`src/design/dqf_defs.svh`:
```
// Constants for the dual-quad flash command interface
`ifndef DQF_DEFS_SVH
`define DQF_DEFS_SVH
// How it works
// RULE1 - Same instruction byte on both input lanes.
// RULE2 - Address starts at bit 23 or 31, MSB first.
// RULE3 - Same quad bits on both lane groups.
// RULE4 - Optional quad I/O cycles go unused.
// RULE5 - Power-on: pins ignored for power-up time, then standby.
// RULE6 - Reset pulse: busy and hold times, then standby.
// RULE7 - Quad mode: select high during hardware reset; the code takes quad mode from the quad_mode_in level instead.
// RULE8 - Select high: idle, ignoring all but reset.
// RULE9 - Select fall starts the instruction state.
// RULE10 - Instruction taken MSB first, one bit per rising clock.
// RULE11 - Instruction picks address space and format.
// RULE12 - Stand-alone command: select rises after bit eight.
// RULE13 - Select low, reset high while clocking.
// RULE14 - No output lane driven in single input cycles.
// RULE15 - Quad output reads: address on the single lane.
// RULE16 - State after single input depends on instruction.
// RULE17 - Latency code field sets latency cycles.
// RULE18 - Lanes ignored in latency cycles.
// RULE19 - Host releases lanes by last latency falling edge.
// RULE20 - Host should release lanes in all latency cycles.
// RULE21 - Device drives no lane in latency cycles.
// RULE22 - Read data from the last latency falling edge.
// RULE23 - Select rise off eight-clock boundary rejects; the code rejects quad page program only off a two-clock boundary.
// RULE24 - Nibble LSB on lowest lane of its group.

// Timing
`define DQF_CLK_NS 10
`define DQF_POWER_UP_TIME_NS 300000
`define DQF_RESET_PULSE_TIME_NS 200
`define DQF_RESET_BUSY_TIME_NS 35000
`define DQF_RESET_HOLD_TIME_NS 50
`define DQF_PU_CYC ((`DQF_POWER_UP_TIME_NS + `DQF_CLK_NS - 1) / `DQF_CLK_NS)
`define DQF_RP_CYC ((`DQF_RESET_PULSE_TIME_NS + `DQF_CLK_NS - 1) / `DQF_CLK_NS)
`define DQF_RPH_CYC ((`DQF_RESET_BUSY_TIME_NS + `DQF_CLK_NS - 1) / `DQF_CLK_NS)
`define DQF_RH_CYC ((`DQF_RESET_HOLD_TIME_NS + `DQF_CLK_NS - 1) / `DQF_CLK_NS)

// Lane positions
`define DQF_LOW_QUAD_INPUT_LANE 0
`define DQF_HIGH_QUAD_INPUT_LANE 4
`define DQF_LOW_QUAD_OUTPUT_LANE 1
`define DQF_HIGH_QUAD_OUTPUT_LANE 5
`define DQF_OE_SINGLE 8'h22
`define DQF_OE_QUAD 8'hFF

// Address clocks, quad mode cycles included
`define DQF_ABITS3 6'h18
`define DQF_ABITS4 6'h20
`define DQF_QBITS3 6'h08
`define DQF_QBITS4 6'h0A
`define DQF_MODE_CYC 6'h02

// Latency cycles per code
`define DQF_LAT_C0 8'h00
`define DQF_LAT_C1 8'h02
`define DQF_LAT_C2 8'h04
`define DQF_LAT_C3 8'h06

// Instruction codes
`define DQF_CMD_WREN 8'h06
`define DQF_CMD_WRDI 8'h04
`define DQF_CMD_RDSR 8'h05
`define DQF_CMD_READ 8'h03
`define DQF_CMD_FREAD 8'h0B
`define DQF_CMD_PP 8'h02
`define DQF_CMD_QOR 8'h6B
`define DQF_CMD_QPP 8'h32
`define DQF_CMD_QIOR 8'hEB

`endif

```
`src/design/dqf_pkg.sv`:
```
// Types of the dual-quad flash command interface
package dqf_pkg;

    typedef enum logic [10:0] {
        ST_POR = 11'h001,
        ST_HWRST = 11'h002,
        ST_IDLE = 11'h004,
        ST_INSTR = 11'h008,
        ST_SIN = 11'h010,
        ST_SLAT = 11'h020,
        ST_SOUT = 11'h040,
        ST_QIN = 11'h080,
        ST_QLAT = 11'h100,
        ST_QOUT = 11'h200,
        ST_SKIP = 11'h400
    } dqf_state_t;

    typedef struct packed {
        dqf_state_t st;
        logic [2:0] sck_s;
        logic [2:0] cs_s;
        logic [2:0] rp_s;
        logic [7:0] io1;
        logic [7:0] io2;
        logic [15:0] por_cnt;
        logic [15:0] busy_cnt;
        logic [7:0] lo_cnt;
        logic [7:0] hold_cnt;
        logic [7:0] edge_cnt;
        logic [5:0] bits;
        logic [7:0] lat_left;
        logic [7:0] sl;
        logic [7:0] sh;
        logic [7:0] ol;
        logic [7:0] oh;
        logic [2:0] ocnt;
        logic [2:0] chk_mask;
        logic chk;
        logic wdata;
        logic wquad;
        logic outq;
        logic [7:0] io_o;
        logic [7:0] io_oe;
        logic push;
        logic first;
        logic rd_take;
        logic exec;
        logic reject;
        logic overrun;
    } dqf_core_t;

endpackage : dqf_pkg

```
`src/design/dqf_buf2.sv`:
```
// Two-entry buffer with valid and ready on both sides
`timescale 1ns/100ps
module dqf_buf2 #(
    parameter int WIDTH = 17
) (
    // Clock and reset
    input wire logic core_clk_in,
    input wire logic nrst_in,
    // Fill side
    input wire logic in_valid_in,
    input wire logic [WIDTH-1:0] in_data_in,
    output logic in_ready_out,
    // Drain side
    output logic out_valid_out,
    output logic [WIDTH-1:0] out_data_out,
    input wire logic out_ready_in
);
    typedef struct packed {
        logic [1:0] cnt;
        logic vld;
        logic rdy;
        logic [WIDTH-1:0] m0;
        logic [WIDTH-1:0] m1;
    } dqf_buf_t;

    dqf_buf_t q;
    dqf_buf_t d;

    always_comb begin
        logic pop;
        logic put;
        logic [1:0] n;
        d = q;
        pop = q.vld & out_ready_in;
        put = in_valid_in & q.rdy;
        n = q.cnt - {1'b0, pop};
        if (pop) begin
            d.m0 = q.m1;
        end
        if (put) begin
            if (n == 2'h0) begin
                d.m0 = in_data_in;
            end else begin
                d.m1 = in_data_in;
            end
        end
        n = n + {1'b0, put};
        d.cnt = n;
        d.vld = (n != 2'h0);
        d.rdy = (n != 2'h2);
    end

    always_ff @(posedge core_clk_in or negedge nrst_in) begin
        if (!nrst_in) begin
            q <= '{cnt: 2'h0, vld: 1'b0, rdy: 1'b1, default: '0};
        end else begin
            q <= d;
        end
    end

    assign in_ready_out = q.rdy;
    assign out_valid_out = q.vld;
    assign out_data_out = q.m0;

endmodule : dqf_buf2

```
`src/design/dqf_core.sv`:
```
// Command interface state sequencer of the dual-quad flash device
`timescale 1ns/100ps
`include "dqf_defs.svh"
module dqf_core #(
    parameter int PU_CYCLES = `DQF_PU_CYC
) (
    // Clock and reset
    input wire logic core_clk_in,
    input wire logic nrst_in,
    // Flash pins
    input wire logic sck_in,
    input wire logic chip_select_n_in,
    input wire logic hw_reset_n_in,
    input wire logic [7:0] io_in,
    output logic [7:0] io_out,
    output logic [7:0] io_oe_out,
    // Configuration levels
    input wire logic [1:0] latency_code_field_in,
    input wire logic addr_4byte_in,
    input wire logic quad_mode_in,
    // Read data source
    input wire logic [15:0] rd_word_in,
    output logic rd_take_out,
    // Received byte stream
    output logic [16:0] rx_data_out,
    output logic rx_valid_out,
    input wire logic rx_ready_in,
    // Status
    output dqf_pkg::dqf_state_t state_out,
    output logic cmd_exec_out,
    output logic cmd_reject_out,
    output logic overrun_out
);
    import dqf_pkg::*;

    localparam logic [15:0] PU_LAST = 16'(PU_CYCLES - 1);
    localparam logic [7:0] RP_CYC = 8'(`DQF_RP_CYC);
    localparam logic [15:0] RPH_CYC = 16'(`DQF_RPH_CYC);
    localparam logic [7:0] RH_CYC = 8'(`DQF_RH_CYC);

    dqf_core_t q;
    dqf_core_t d;
    logic buf_rdy;

    // ----
    // Next state
    // ----
    always_comb begin
        logic sck_r;
        logic sck_f;
        logic cs_hi;
        logic cs_fall;
        logic rp;
        logic lo_bit;
        logic hi_bit;
        logic drv;
        logic active;
        logic [7:0] ins;
        logic [7:0] lat_sel;
        logic [7:0] wl;
        logic [7:0] wh;
        sck_r = q.sck_s[1] & ~q.sck_s[2];
        sck_f = ~q.sck_s[1] & q.sck_s[2];
        cs_hi = q.cs_s[1];
        cs_fall = ~q.cs_s[1] & q.cs_s[2];
        rp = q.rp_s[1];
        lo_bit = q.io2[`DQF_LOW_QUAD_INPUT_LANE];
        hi_bit = q.io2[`DQF_HIGH_QUAD_INPUT_LANE];
        drv = 1'b0;
        ins = {q.sl[6:0], lo_bit};
        wl = q.ol;
        wh = q.oh;
        d = q;
        d.push = 1'b0;
        d.rd_take = 1'b0;
        d.exec = 1'b0;
        d.reject = 1'b0;
        d.sck_s = {q.sck_s[1:0], sck_in};
        d.cs_s = {q.cs_s[1:0], chip_select_n_in};
        d.rp_s = {q.rp_s[1:0], hw_reset_n_in};
        d.io1 = io_in;
        d.io2 = q.io1;
        active = (q.st != ST_POR) && (q.st != ST_HWRST) && (q.st != ST_IDLE);
        case (latency_code_field_in)
            2'h0: lat_sel = `DQF_LAT_C0; // RULE17
            2'h1: lat_sel = `DQF_LAT_C1;
            2'h2: lat_sel = `DQF_LAT_C2;
            default: lat_sel = `DQF_LAT_C3;
        endcase
        if (rp) begin
            d.lo_cnt = 8'h00;
        end else if (q.lo_cnt != RP_CYC) begin
            d.lo_cnt = q.lo_cnt + 8'h01;
        end
        if (q.push && !buf_rdy) begin
            d.overrun = 1'b1;
        end

        case (q.st)
            ST_POR: begin
                // Pins ignored, lanes released
                d.io_oe = 8'h00; // RULE5
                d.por_cnt = q.por_cnt + 16'h0001;
                if (q.por_cnt == PU_LAST) begin
                    d.st = ST_IDLE; // RULE5
                end
            end
            ST_HWRST: begin
                d.io_oe = 8'h00;
                if (q.busy_cnt != RPH_CYC) begin
                    d.busy_cnt = q.busy_cnt + 16'h0001; // RULE6
                end
                if (!rp) begin
                    d.hold_cnt = 8'h00;
                end else if (q.hold_cnt != RH_CYC) begin
                    d.hold_cnt = q.hold_cnt + 8'h01;
                end
                if (q.busy_cnt == RPH_CYC && q.hold_cnt == RH_CYC) begin
                    d.st = ST_IDLE; // RULE6
                end
            end
            ST_IDLE: begin
                d.io_oe = 8'h00; // RULE8
                if (cs_fall) begin
                    d.st = ST_INSTR; // RULE9
                    d.edge_cnt = 8'h00;
                    d.chk = 1'b1;
                    d.chk_mask = 3'h7;
                    d.overrun = 1'b0;
                end
            end
            ST_INSTR: begin
                if (sck_r) begin
                    // Low lane decoded, high lane copy passed on
                    d.sl = ins; // RULE10 RULE1
                    d.sh = {q.sh[6:0], hi_bit};
                    d.edge_cnt = q.edge_cnt + 8'h01;
                    if (q.edge_cnt[2:0] == 3'h7) begin
                        d.push = 1'b1;
                        d.first = 1'b1;
                        d.chk = 1'b0;
                        d.wdata = 1'b0;
                        d.wquad = 1'b0;
                        d.outq = 1'b0;
                        d.lat_left = lat_sel;
                        d.bits = addr_4byte_in ? `DQF_ABITS4 : `DQF_ABITS3; // RULE2
                        d.st = ST_SIN;
                        case (ins) // RULE11
                            `DQF_CMD_WREN, `DQF_CMD_WRDI: begin
                                d.st = ST_SKIP; // RULE12
                                d.chk = 1'b1;
                            end
                            `DQF_CMD_RDSR: begin
                                d.st = ST_SLAT;
                                d.lat_left = 8'h00;
                            end
                            `DQF_CMD_READ: begin
                                d.lat_left = 8'h00;
                            end
                            `DQF_CMD_FREAD: begin
                                d.lat_left = lat_sel;
                            end
                            `DQF_CMD_PP: begin
                                d.wdata = 1'b1;
                                d.chk = 1'b1;
                            end
                            `DQF_CMD_QOR: begin
                                d.outq = 1'b1; // RULE15
                            end
                            `DQF_CMD_QPP: begin
                                d.wdata = 1'b1;
                                d.wquad = 1'b1;
                                d.chk = 1'b1;
                                d.chk_mask = 3'h1;
                            end
                            `DQF_CMD_QIOR: begin
                                d.outq = 1'b1;
                                d.bits = addr_4byte_in ? `DQF_QBITS4 : `DQF_QBITS3;
                                d.st = ST_QIN;
                            end
                            default: begin
                                d.st = ST_SKIP;
                            end
                        endcase
                        if ((d.outq || d.wquad) && !quad_mode_in) begin
                            d.st = ST_SKIP;
                            d.chk = 1'b0;
                        end
                    end
                end
            end
            ST_SIN: begin
                d.io_oe = 8'h00; // RULE14
                if (sck_r) begin
                    d.sl = ins; // RULE2
                    d.sh = {q.sh[6:0], hi_bit};
                    d.edge_cnt = q.edge_cnt + 8'h01;
                    if (q.edge_cnt[2:0] == 3'h7) begin
                        d.push = 1'b1;
                        d.first = 1'b0;
                    end
                    if (q.bits != 6'h00) begin
                        d.bits = q.bits - 6'h01;
                        if (q.bits == 6'h01) begin
                            if (q.wdata) begin
                                d.st = q.wquad ? ST_QIN : ST_SIN; // RULE16
                            end else begin
                                d.st = q.outq ? ST_QLAT : ST_SLAT; // RULE16
                            end
                        end
                    end
                end
            end
            ST_QIN: begin
                if (sck_r) begin
                    // Lowest lane holds the nibble LSB
                    d.sl = {q.sl[3:0], q.io2[3:0]}; // RULE24 RULE3
                    d.sh = {q.sh[3:0], q.io2[7:4]};
                    d.edge_cnt = q.edge_cnt + 8'h01;
                    // Optional mode cycles are never pushed
                    if (q.edge_cnt[0] && (q.bits == 6'h00 || q.bits > `DQF_MODE_CYC)) begin
                        d.push = 1'b1; // RULE4
                        d.first = 1'b0;
                    end
                    if (q.bits != 6'h00) begin
                        d.bits = q.bits - 6'h01;
                        if (q.bits == 6'h01) begin
                            d.st = ST_QLAT;
                        end
                    end
                end
            end
            ST_SLAT, ST_QLAT: begin
                // Lanes released, values ignored
                d.io_oe = 8'h00; // RULE21 RULE18
                d.ocnt = 3'h0;
                if (sck_r && q.lat_left != 8'h00) begin
                    d.lat_left = q.lat_left - 8'h01; // RULE17
                end
                if (sck_f && q.lat_left == 8'h00) begin
                    d.st = q.outq ? ST_QOUT : ST_SOUT; // RULE22
                    drv = 1'b1;
                end
            end
            ST_SOUT, ST_QOUT: begin
                drv = sck_f;
            end
            ST_SKIP: begin
                if (sck_r) begin
                    d.edge_cnt = q.edge_cnt + 8'h01;
                end
            end
            default: begin
                d.st = ST_POR;
            end
        endcase

        // ----
        // Output lanes, updated on the falling clock
        // ----
        if (drv) begin
            if (q.ocnt == 3'h0 || q.st == ST_SLAT || q.st == ST_QLAT) begin
                wl = rd_word_in[7:0];
                wh = rd_word_in[15:8];
                d.rd_take = 1'b1;
            end
            if (q.outq) begin
                d.io_oe = `DQF_OE_QUAD;
                d.io_o = {wh[7:4], wl[7:4]}; // RULE24
                d.ol = {wl[3:0], 4'h0};
                d.oh = {wh[3:0], 4'h0};
                d.ocnt = (d.ocnt == 3'h1) ? 3'h0 : d.ocnt + 3'h1;
            end else begin
                d.io_oe = `DQF_OE_SINGLE;
                d.io_o = 8'h00;
                d.io_o[`DQF_LOW_QUAD_OUTPUT_LANE] = wl[7];
                d.io_o[`DQF_HIGH_QUAD_OUTPUT_LANE] = wh[7];
                d.ol = {wl[6:0], 1'b0};
                d.oh = {wh[6:0], 1'b0};
                d.ocnt = d.ocnt + 3'h1;
            end
        end

        // ----
        // Command end and hardware reset
        // ----
        if (active && cs_hi) begin
            d.st = ST_IDLE; // RULE8
            d.io_oe = 8'h00;
            d.push = 1'b0;
            if (q.chk) begin
                if ((q.edge_cnt[2:0] & q.chk_mask) == 3'h0) begin
                    d.exec = 1'b1;
                end else begin
                    d.reject = 1'b1; // RULE23
                end
            end
        end
        if (q.st != ST_POR && q.st != ST_HWRST && q.lo_cnt == RP_CYC) begin
            d.st = ST_HWRST; // RULE6
            d.busy_cnt = 16'h0000;
            d.hold_cnt = 8'h00;
            d.io_oe = 8'h00;
            d.push = 1'b0;
            d.exec = 1'b0;
            d.reject = 1'b0;
            d.rd_take = 1'b0;
        end
    end

    // ----
    // State register
    // ----
    always_ff @(posedge core_clk_in or negedge nrst_in) begin
        if (!nrst_in) begin
            q <= '{st: ST_POR, default: '0};
        end else begin
            q <= d;
        end
    end

    // ----
    // Received byte buffer
    // ----
    dqf_buf2 #(
        .WIDTH(17)
    ) u_rx_buf (
        .core_clk_in(core_clk_in),
        .nrst_in(nrst_in),
        .in_valid_in(q.push),
        .in_data_in({q.first, q.sh, q.sl}),
        .in_ready_out(buf_rdy),
        .out_valid_out(rx_valid_out),
        .out_data_out(rx_data_out),
        .out_ready_in(rx_ready_in)
    );

    assign io_out = q.io_o;
    assign io_oe_out = q.io_oe;
    assign state_out = q.st;
    assign rd_take_out = q.rd_take;
    assign cmd_exec_out = q.exec;
    assign cmd_reject_out = q.reject;
    assign overrun_out = q.overrun;

endmodule : dqf_core

```
`config.mk`:
```
export PLATFORM = sky130hd
export DESIGN_NAME = dqf_core
export DESIGN_NICKNAME = d
export VERILOG_FILES = /design/src/design/dqf_pkg.sv /design/src/design/dqf_buf2.sv /design/src/design/dqf_core.sv
export VERILOG_INCLUDE_DIRS = /design/src /design/src/design
export SDC_FILE = /design/constraint.sdc
export NUM_CORES = 1
export LEC_CHECK = 0
export ABC_AREA = 1
export BUFFER_PORTS_ARGS = -buffer_cell sky130_fd_sc_hd__buf_4
export CAP_MARGIN = 20
export CORE_MARGIN = 1.5
export CORE_UTILIZATION = 45
export CTS_BUF_LIST = sky130_fd_sc_hd__clkbuf_4 sky130_fd_sc_hd__clkbuf_8
export DETAILED_ROUTE_END_ITERATION = 10
export REMOVE_ABC_BUFFERS = 1
export SLEW_MARGIN = 0
export SYNTH_ARGS = -nofsm -noshare
export SYNTH_HDL_FRONTEND = slang
export SYNTH_SLANG_ARGS = --single-unit
```
`constraint.sdc`:
```
create_clock -name core_clk_in -period 3.55 [get_ports core_clk_in]
set_input_delay 0.1775 -clock core_clk_in [delete_from_list [all_inputs] [get_ports core_clk_in]]
set_output_delay 0.1775 -clock core_clk_in [all_outputs]
set_load 0.005 [all_outputs]
```
==> flow_metrics.tcl, run 1 <==
set metrics [dict create \
    grt_max_degree 102 \
    cts.sinks 193 \
    ctsRootBufferMaster "clkbuf_8" \
    drt-vias-per-instance 5.09 \
    synth_edf_count 0 \
    final_core_util_pct 51.3 \
    rsz0062_at_grt "false" \
    hold_depth 5 \
    start_util_pct 46.2 \
    cts_tree "yes" \
    skew_ns 0.0213 \
    vias 8018 \
    p_clk_share_pct 37.5 \
    wl_mm 21.9 \
    p_sw_mw 1.10 \
    dieArea_um2 23400 \
    layout_commonest_cell "nand2_1" \
    grt_pass1_vias 7758 \
    ir_worst_vdd_mv 0.195 \
    status "complete, but fails checks" \
    nNetsFinal 1335 \
    fillers 2102 \
    fin_crit_sh_pct 71.2 \
    drc 5 \
    relSlewSlack_pct 42.5 \
    netlist_area_um2 10100 \
    tightest_slew_ns 0.862 \
    slew_violations 0 \
    crit_fanout 32 \
    clk_path_buf_depth 2 \
    dp.cells 1529 \
    rr_startpoint "state_out[2]" \
    crit_chain "nor2_2 > nand2_2 > nor2_8 > nand2_2 > nand3_2 > nand2_1 > buf_4 > nand2_1 > o21ai_0" \
    drtPass1Iterations 8 \
    cp_slowest_cell "dfrtp_1" \
    mostFrequentLayoutCells "332 x nand2_1, 191 x dfrtp_1, 116 x inv_1" \
    fin_cells 1576 \
    crit_path_end_kind "register" \
    start_kind "register" \
    p_seq_share_pct 56.4 \
    postSynthCellCount 1233 \
    finalHoldViolCount 0 \
    min-delay-start "rd_word_in[12]" \
    port_buffers 82 \
    antenna_found_initial 0 \
    pwr-share-comb_pct 6.1 \
    grt.total_usage_pct 19.7 \
    gp_congestion 0.870 \
    grt_pass1_wl_mm 37.9 \
    synth.ff_latch_count 193 \
    r2r.worst_path.cells 9 \
    power.density_nw_per_um2 355 \
    switching_share_pct 27.5 \
    drv_cap 0 \
    cts_resized 0 \
    htreeDepth 4 \
    hpwlAfterDp_mm 15.7 \
    synth_warnings 0 \
    routedWlPerCell_um 13.9 \
    die_h_um 153 \
    core_area_um2 22000 \
    fmax_ghz 0.396 \
    die_x_um 153 \
    synthArstFlopShare_pct 100 \
    yosys_most_used_dff "dfrtp_1" \
    p_int_mw 2.90 \
    num_antenna_cells 0 \
    yosysSeqAreaShare_pct 47.7 \
    ant_nets 0 \
    synthToLayoutAreaGrowth_pct 11.0 \
    p_leak_nw 5.58 \
    max_stage_delay_ns 0.44 \
    row_count 54 \
    ios 83 \
    hold_path_class "in2reg" \
    arrival_ns 2.86 \
    hold_end "io_out[4]" \
    avgSynthCellArea_um2 8.22 \
    clkLatencyLatePin_ns 0.48 \
    regToRegEndpoint "q[59]" \
    worstSetupPathType "reg2reg" \
    violations "design-rule violations" \
    grt.overflow.total 0 \
    yosys.cell_types.count 50 \
    clk_pin_slew_ns 0.12 \
    whs_ns 0.0202 \
    setup_tns_ns 0 \
    dp_slack_ns 1.05 \
    timing.final.ws_setup_ns 1.02 \
    critPathRequiredTime_ns 3.88 \
    setup_viol 0 \
    cts_buffers 17 \
    r2r_slack_ns 1.02 \
    drt_iter0_drc 501 \
    drive_gt1_share_pct 14.6 \
    fin_crit_ns 2.53 \
]
[Yosys cell counts, types with 2 or more instances]
cell type  instances  area [um2]
a31oi_1           20         125
nand4_1           25         156
o21a_1             2        15.0
nand3_2            5        50.1
o21ai_1            2        10.0
mux2_4             2        30.0
xor2_1            19         166
ha_1              18         225
o21ai_0           90         450
or2_1              2        12.5
dfrtp_1          191        4780
o21ai_2            4        35.0
and3_1             3        18.8
nor3b_1            4        30.0
dfstp_2            2        52.6
nand2_1          332        1250
nand2_4           12         135
nand3_1           77         385
nor3_1            32         160
buf_4             48         360
clkinv_4           2        17.5
o21bai_1           3        22.5
a21oi_1           31         155
inv_4              2        12.5
clkbuf_1          13        48.8
nor2_1            99         372
nor2_2             7        43.8
o31ai_1            6        45.0
buf_6              4        45.0
o22ai_1            4        25.0
buf_2              7        35.0
nand2_8            2        40.0
nand2_2            8        50.1
inv_2             10        37.5
inv_1            116         435
nor2_8             2        40.0
nand3b_1           2        15.0
xnor2_1           11        96.3
nor4_1             2        12.5
mux2_2             2        22.5
[cell families after synthesis]
group	share of synthesized area [%]
adder cells (fa/ha/maj)	2.22
multiplexers	0.518
AND/OR/NAND/NOR	28.1
flip-flops	47.7
XOR/XNOR	2.59
AO/OA/AOI/OAI	8.96
buffers and inverters	9.97
[registers in the layout, indices dropped and copies added (netlist names)]
name                    cells
cmd_reject_out              1
io_out                      8
state_out                  11
overrun_out                 1
io_oe_out                   2
d                          14
q                         116
rd_take_out                 1
u_rx_buf.out_data_out      17
u_rx_buf.out_valid_out      1
u_rx_buf.q                 19
u_rx_buf.in_ready_out       1
cmd_exec_out                1
[power by group through the flow]
stage                     Combinational [mW]  Sequential [mW]  Clock, mW
final                                  0.243             2.26       1.50
after floorplan                        0.105             2.30          0
after CTS                              0.249             2.26       1.54
after global placement                 0.229             2.30          0
after global routing                   0.278             2.26       1.63
after detailed placement               0.235             2.30          0
[critical path: cells and delay by family, from the launching register on]
kind                   cells  cell delay (ns)
DFF                        1             0.44
and+or+nand+nor            7             1.54
buffers and inverters      1             0.35
AOI/OAI and AO/OA          1             0.07
[through the flow]
step	cell area, um2	power (mW)
2_1_floorplan	9630	2.40
3_3_place_gp	10700	2.53
3_5_place_dp	10700	2.53
4_1_cts	11300	4.04
5_1_grt	11300	4.17
6_report	11300	4.00
[final cells by class]
class | count | area [um2] | area share [%]
clock inverter | 14 | 183 | 1.62
clock buffer | 18 | 248 | 2.20
multi-input combinational | 836 | 4300 | 38.2
timing repair buffer | 104 | 837 | 7.44
sequential | 193 | 4830 | 42.9
tap | 280 | 350 | 3.11
inverter | 131 | 507 | 4.50
[routing by layer]
layer | track usage (%) | up-vias | wire length [um]
met4 | 4.34 | 0 | 200
li1 | - | 4050 | -
met2 | 32.1 | 124 | 10400
met3 | 3.15 | 14 | 643
met1 | 27.8 | 3830 | 10700
met5 | 0 | - | 0
[timing repair]
action	4_1_cts	5_1_grt
setup buffers	0	0
hold buffers	15	0
endpoints found under the setup margin	0	0
hold endpoints to repair	112	0
[worst max path at each step]
stage	startpoint	depth (start not counted)	end	slack (ns)
finish	state_out[2]	9	q[59]	1.02
global placement	state_out[2]	9	q[59]	1.13
CTS	state_out[2]	9	q[59]	1.03
floorplan	u_rx_buf.out_valid_out	6	u_rx_buf.q[15]	0.44
global route	state_out[2]	9	q[59]	0.80
detailed placement	state_out[2]	9	q[59]	1.05
No activity file was read; power rests on OpenSTA's default activity.
==> run 2: changes to the inputs <==
ABC_AREA = 0   (was 1)
clock period = 2.62 ns   (was 3.55 ns; I/O delays follow)
==> run 2 against run 1 <==
  * The run now ends clean
  * Critical path type unchanged
  * Power up 36%
  * Largest power group unchanged
  * First-iteration DRC count down 22%
  * Clock power rose by 35%
  * Combinational power increased by 46%
  * Core utilization is 2.4 points higher
  * Synthesized area is 3.2% lower
  * Final cell count down 14%
  * Setup slack got worse by 0.94 ns
  * Sequential share of layout area is 0.46 points lower
  * Worst hold slack gained 0.0094 ns
  * Largest cell class unchanged
  * Design area up 1.1%
  * Sequential power grew 36%
==> flow_metrics.tcl, run 2 <==
set metrics [dict create \
    nNetsFinal 1113 \
    rsz0062_at_grt "true" \
    crit_path_end_kind "register" \
    dp_slack_ns 0.0295 \
    synth_warnings 0 \
    hold_path_class "in2reg" \
    status "finished clean" \
    synth_simple_gate_area_share_pct 18.7 \
    fin_crit_sh_pct 97.1 \
    hpwlAfterDp_mm 14.8 \
    postCtsSetupRepairBufs 0 \
    drt_iter0_drc 389 \
    synth_compound_gate_area_share_pct 9.85 \
    r2r_slack_ns 0.08 \
    ir_worst_vdd_mv 0.259 \
    antenna_found_initial 0 \
    yosys.cell_types.count 65 \
    synth_area_leaders "dfrtp_1 49%, mux2i_1 6.0%, nand2_1 3.5%" \
    grt_pass1_vias 6934 \
    row_count 53 \
    avgSynthCellArea_um2 10.0 \
    num_antenna_cells 0 \
    timing.final.ws_setup_ns 0.0767 \
    dp.cells 1297 \
    drt-vias-per-instance 5.37 \
    ant_nets 0 \
    tightest_slew_ns 0.841 \
    postSynthCellCount 978 \
    fmax_ghz 0.393 \
    start_util_pct 46.3 \
    synth.ff_latch_count 193 \
    synthXorXnorAreaFrac_pct 4.28 \
    drc 0 \
    synth_common_cells "191 x dfrtp_1, 91 x nand2_1, 76 x nor2_1, 59 x mux2i_1, 52 x a21oi_1" \
    yosysTopAreaCell "dfrtp_1" \
    synthArstFlopShare_pct 100 \
    die_h_um 151 \
    grt.busiest_layer "met2" \
    p_leak_nw 5.27 \
    worstSetupPathType "reg2reg" \
    yosys_most_used_dff "dfrtp_1" \
    clk_pin_slew_ns 0.11 \
    start_kind "register" \
    synth_top_family_by_area "simple AND/OR/NAND/NOR gates" \
    setup_viol 0 \
    ios 83 \
    fin_cells 1349 \
    dieArea_um2 22700 \
    regMostFlops "q" \
    crit_fanout 3 \
    power.density_nw_per_um2 478 \
    port_buffers 82 \
    synthMuxAreaShare_pct 9.23 \
    synth_most_common_cell "dfrtp_1" \
    htreeDepth 4 \
    synth_top_area_share_pct 48.7 \
    grt_util_met2_pct 29.9 \
    cts_tree "yes" \
    routedWlPerCell_um 15.8 \
    grt_max_degree 79 \
    grt_use_met3_pct 3.79 \
    grt_pass1_wl_mm 35.3 \
    cts.sinks 193 \
    vias 7250 \
    critPathRequiredTime_ns 3.01 \
    yosysSeqAreaShare_pct 49.2 \
    min-delay-start "rd_word_in[12]" \
    rr_startpoint "q[102]" \
    relSlewSlack_pct 43.4 \
    fillers 1983 \
    drive_gt1_share_pct 21.6 \
    fin_crit_ns 2.54 \
    grt.overflow.total 0 \
    arrival_ns 2.93 \
    die_x_um 151 \
    synthToLayoutAreaGrowth_pct 15.9 \
    drtPass1Iterations 6 \
    core_area_um2 21200 \
    met1_usage_pct 28.3 \
    clkLatencyLatePin_ns 0.47 \
    layout_commonest_cell "dfrtp_1" \
    finalHoldViolCount 0 \
    synthAdderAreaFrac_pct 2.29 \
    drv_cap 0 \
    cts_buffers 17 \
    grt.total_usage_pct 19.7 \
    largest_register_ffs 116 \
    wl_mm 21.3 \
    gp_congestion 0.874 \
    skew_ns 0.0122 \
    netlist_area_um2 9810 \
    mostFrequentLayoutCells "191 x dfrtp_1, 138 x buf_4, 91 x nand2_1" \
    ctsRootBufferMaster "clkbuf_8" \
    clk_path_buf_depth 2 \
    slew_violations 0 \
    crit_path_start "q[102]" \
    synth_edf_count 0 \
]
-- run 2: changes by cell type after synthesis, moves of 34 or more --
cell,change
nand2_1,-241
mux2i_1,+59
clkbuf_1,+34
inv_1,-92
o21ai_0,-48
nand3_1,-40
-- run 2: path summary, 6_finish.rpt --
check	end	cells after the start
setup / recovery	state_out[10]	8
hold / removal	io_out[4]	3
setup reg to reg	state_out[10]	8
hold reg to reg	q[136]	0
max in group asynchronous	state_out[0]	3
min in group asynchronous	d[138]	2
-- run 2: logic make-up (layout without fill, tap and decap cells) --
family | after synthesis | count (layout)
AOI/OAI and AO/OA | 156 | 156
xor gates and xnor gates | 48 | 48
adders and majority gates | 18 | 18
buffers and inverters | 122 | 218
DFF | 193 | 193
muxes | 87 | 87
and+or+nand+nor | 354 | 354
-- run 2: repair_timing --
| item | 4_1_cts | 5_1_grt |
|---|---|---|
| hold endpoints to repair | 80 | 0 |
| endpoints found under the setup margin | 0 | 6 |
| gates resized for setup | 0 | 10 |
| hold buffers | 20 | 0 |
-- run 2: cell type report --
type	instances	area (um2)	area share [%]
clock inverters	14	168	1.47
multi-input cells	663	4400	38.7
clock buffers	18	248	2.18
flip-flops and latches	193	4830	42.5
inverters	25	93.8	0.825
well taps	275	344	3.02
repair buffers	161	1290	11.3
-- run 2: power breakdown --
| group | internal (mW) | switching (mW) | total [mW] |
|---|---|---|---|
| combinational | 0.164 | 0.190 | 0.354 |
| sequential | 3.04 | 0.0303 | 3.07 |
| clock | 0.832 | 1.19 | 2.02 |
| total | 4.03 | 1.41 | 5.44 |
-- run 2: layer usage --
layer | up-vias | routed length [um]
met5 | - | 0
li1 | 3581 | -
met3 | 27 | 765
met2 | 117 | 9680
met1 | 3525 | 10500
met4 | 0 | 332
-- run 2: worst max-delay path: stages (launching register included) --
cell and delay [ns]:
dfrtp_1 0.40, inv_1 0.06, ha_1 0.13, or3b_2 0.47, or4_1 0.49, o21ai_2 0.15, nand3_2 0.10, or4_4 0.51
a21oi_2 0.15
-- run 2: metrics by stage --
stage | total power, mW | setup TNS (ns) | util [%] | hold slack [ns] | instance area (um2)
after floorplan | 3.29 | -22.26 | - | -0.165 | 9280
after global placement | 3.46 | 0 | 50.5 | 0.162 | 10700
after detailed placement | 3.47 | 0 | 50.5 | 0.155 | 10700
after CTS | 5.52 | 0 | 53.4 | 0.000425 | 11300
after global routing | 5.71 | -0.0384 | 53.6 | 0.0156 | 11400
final | 5.44 | 0 | 53.6 | 0.0296 | 11400
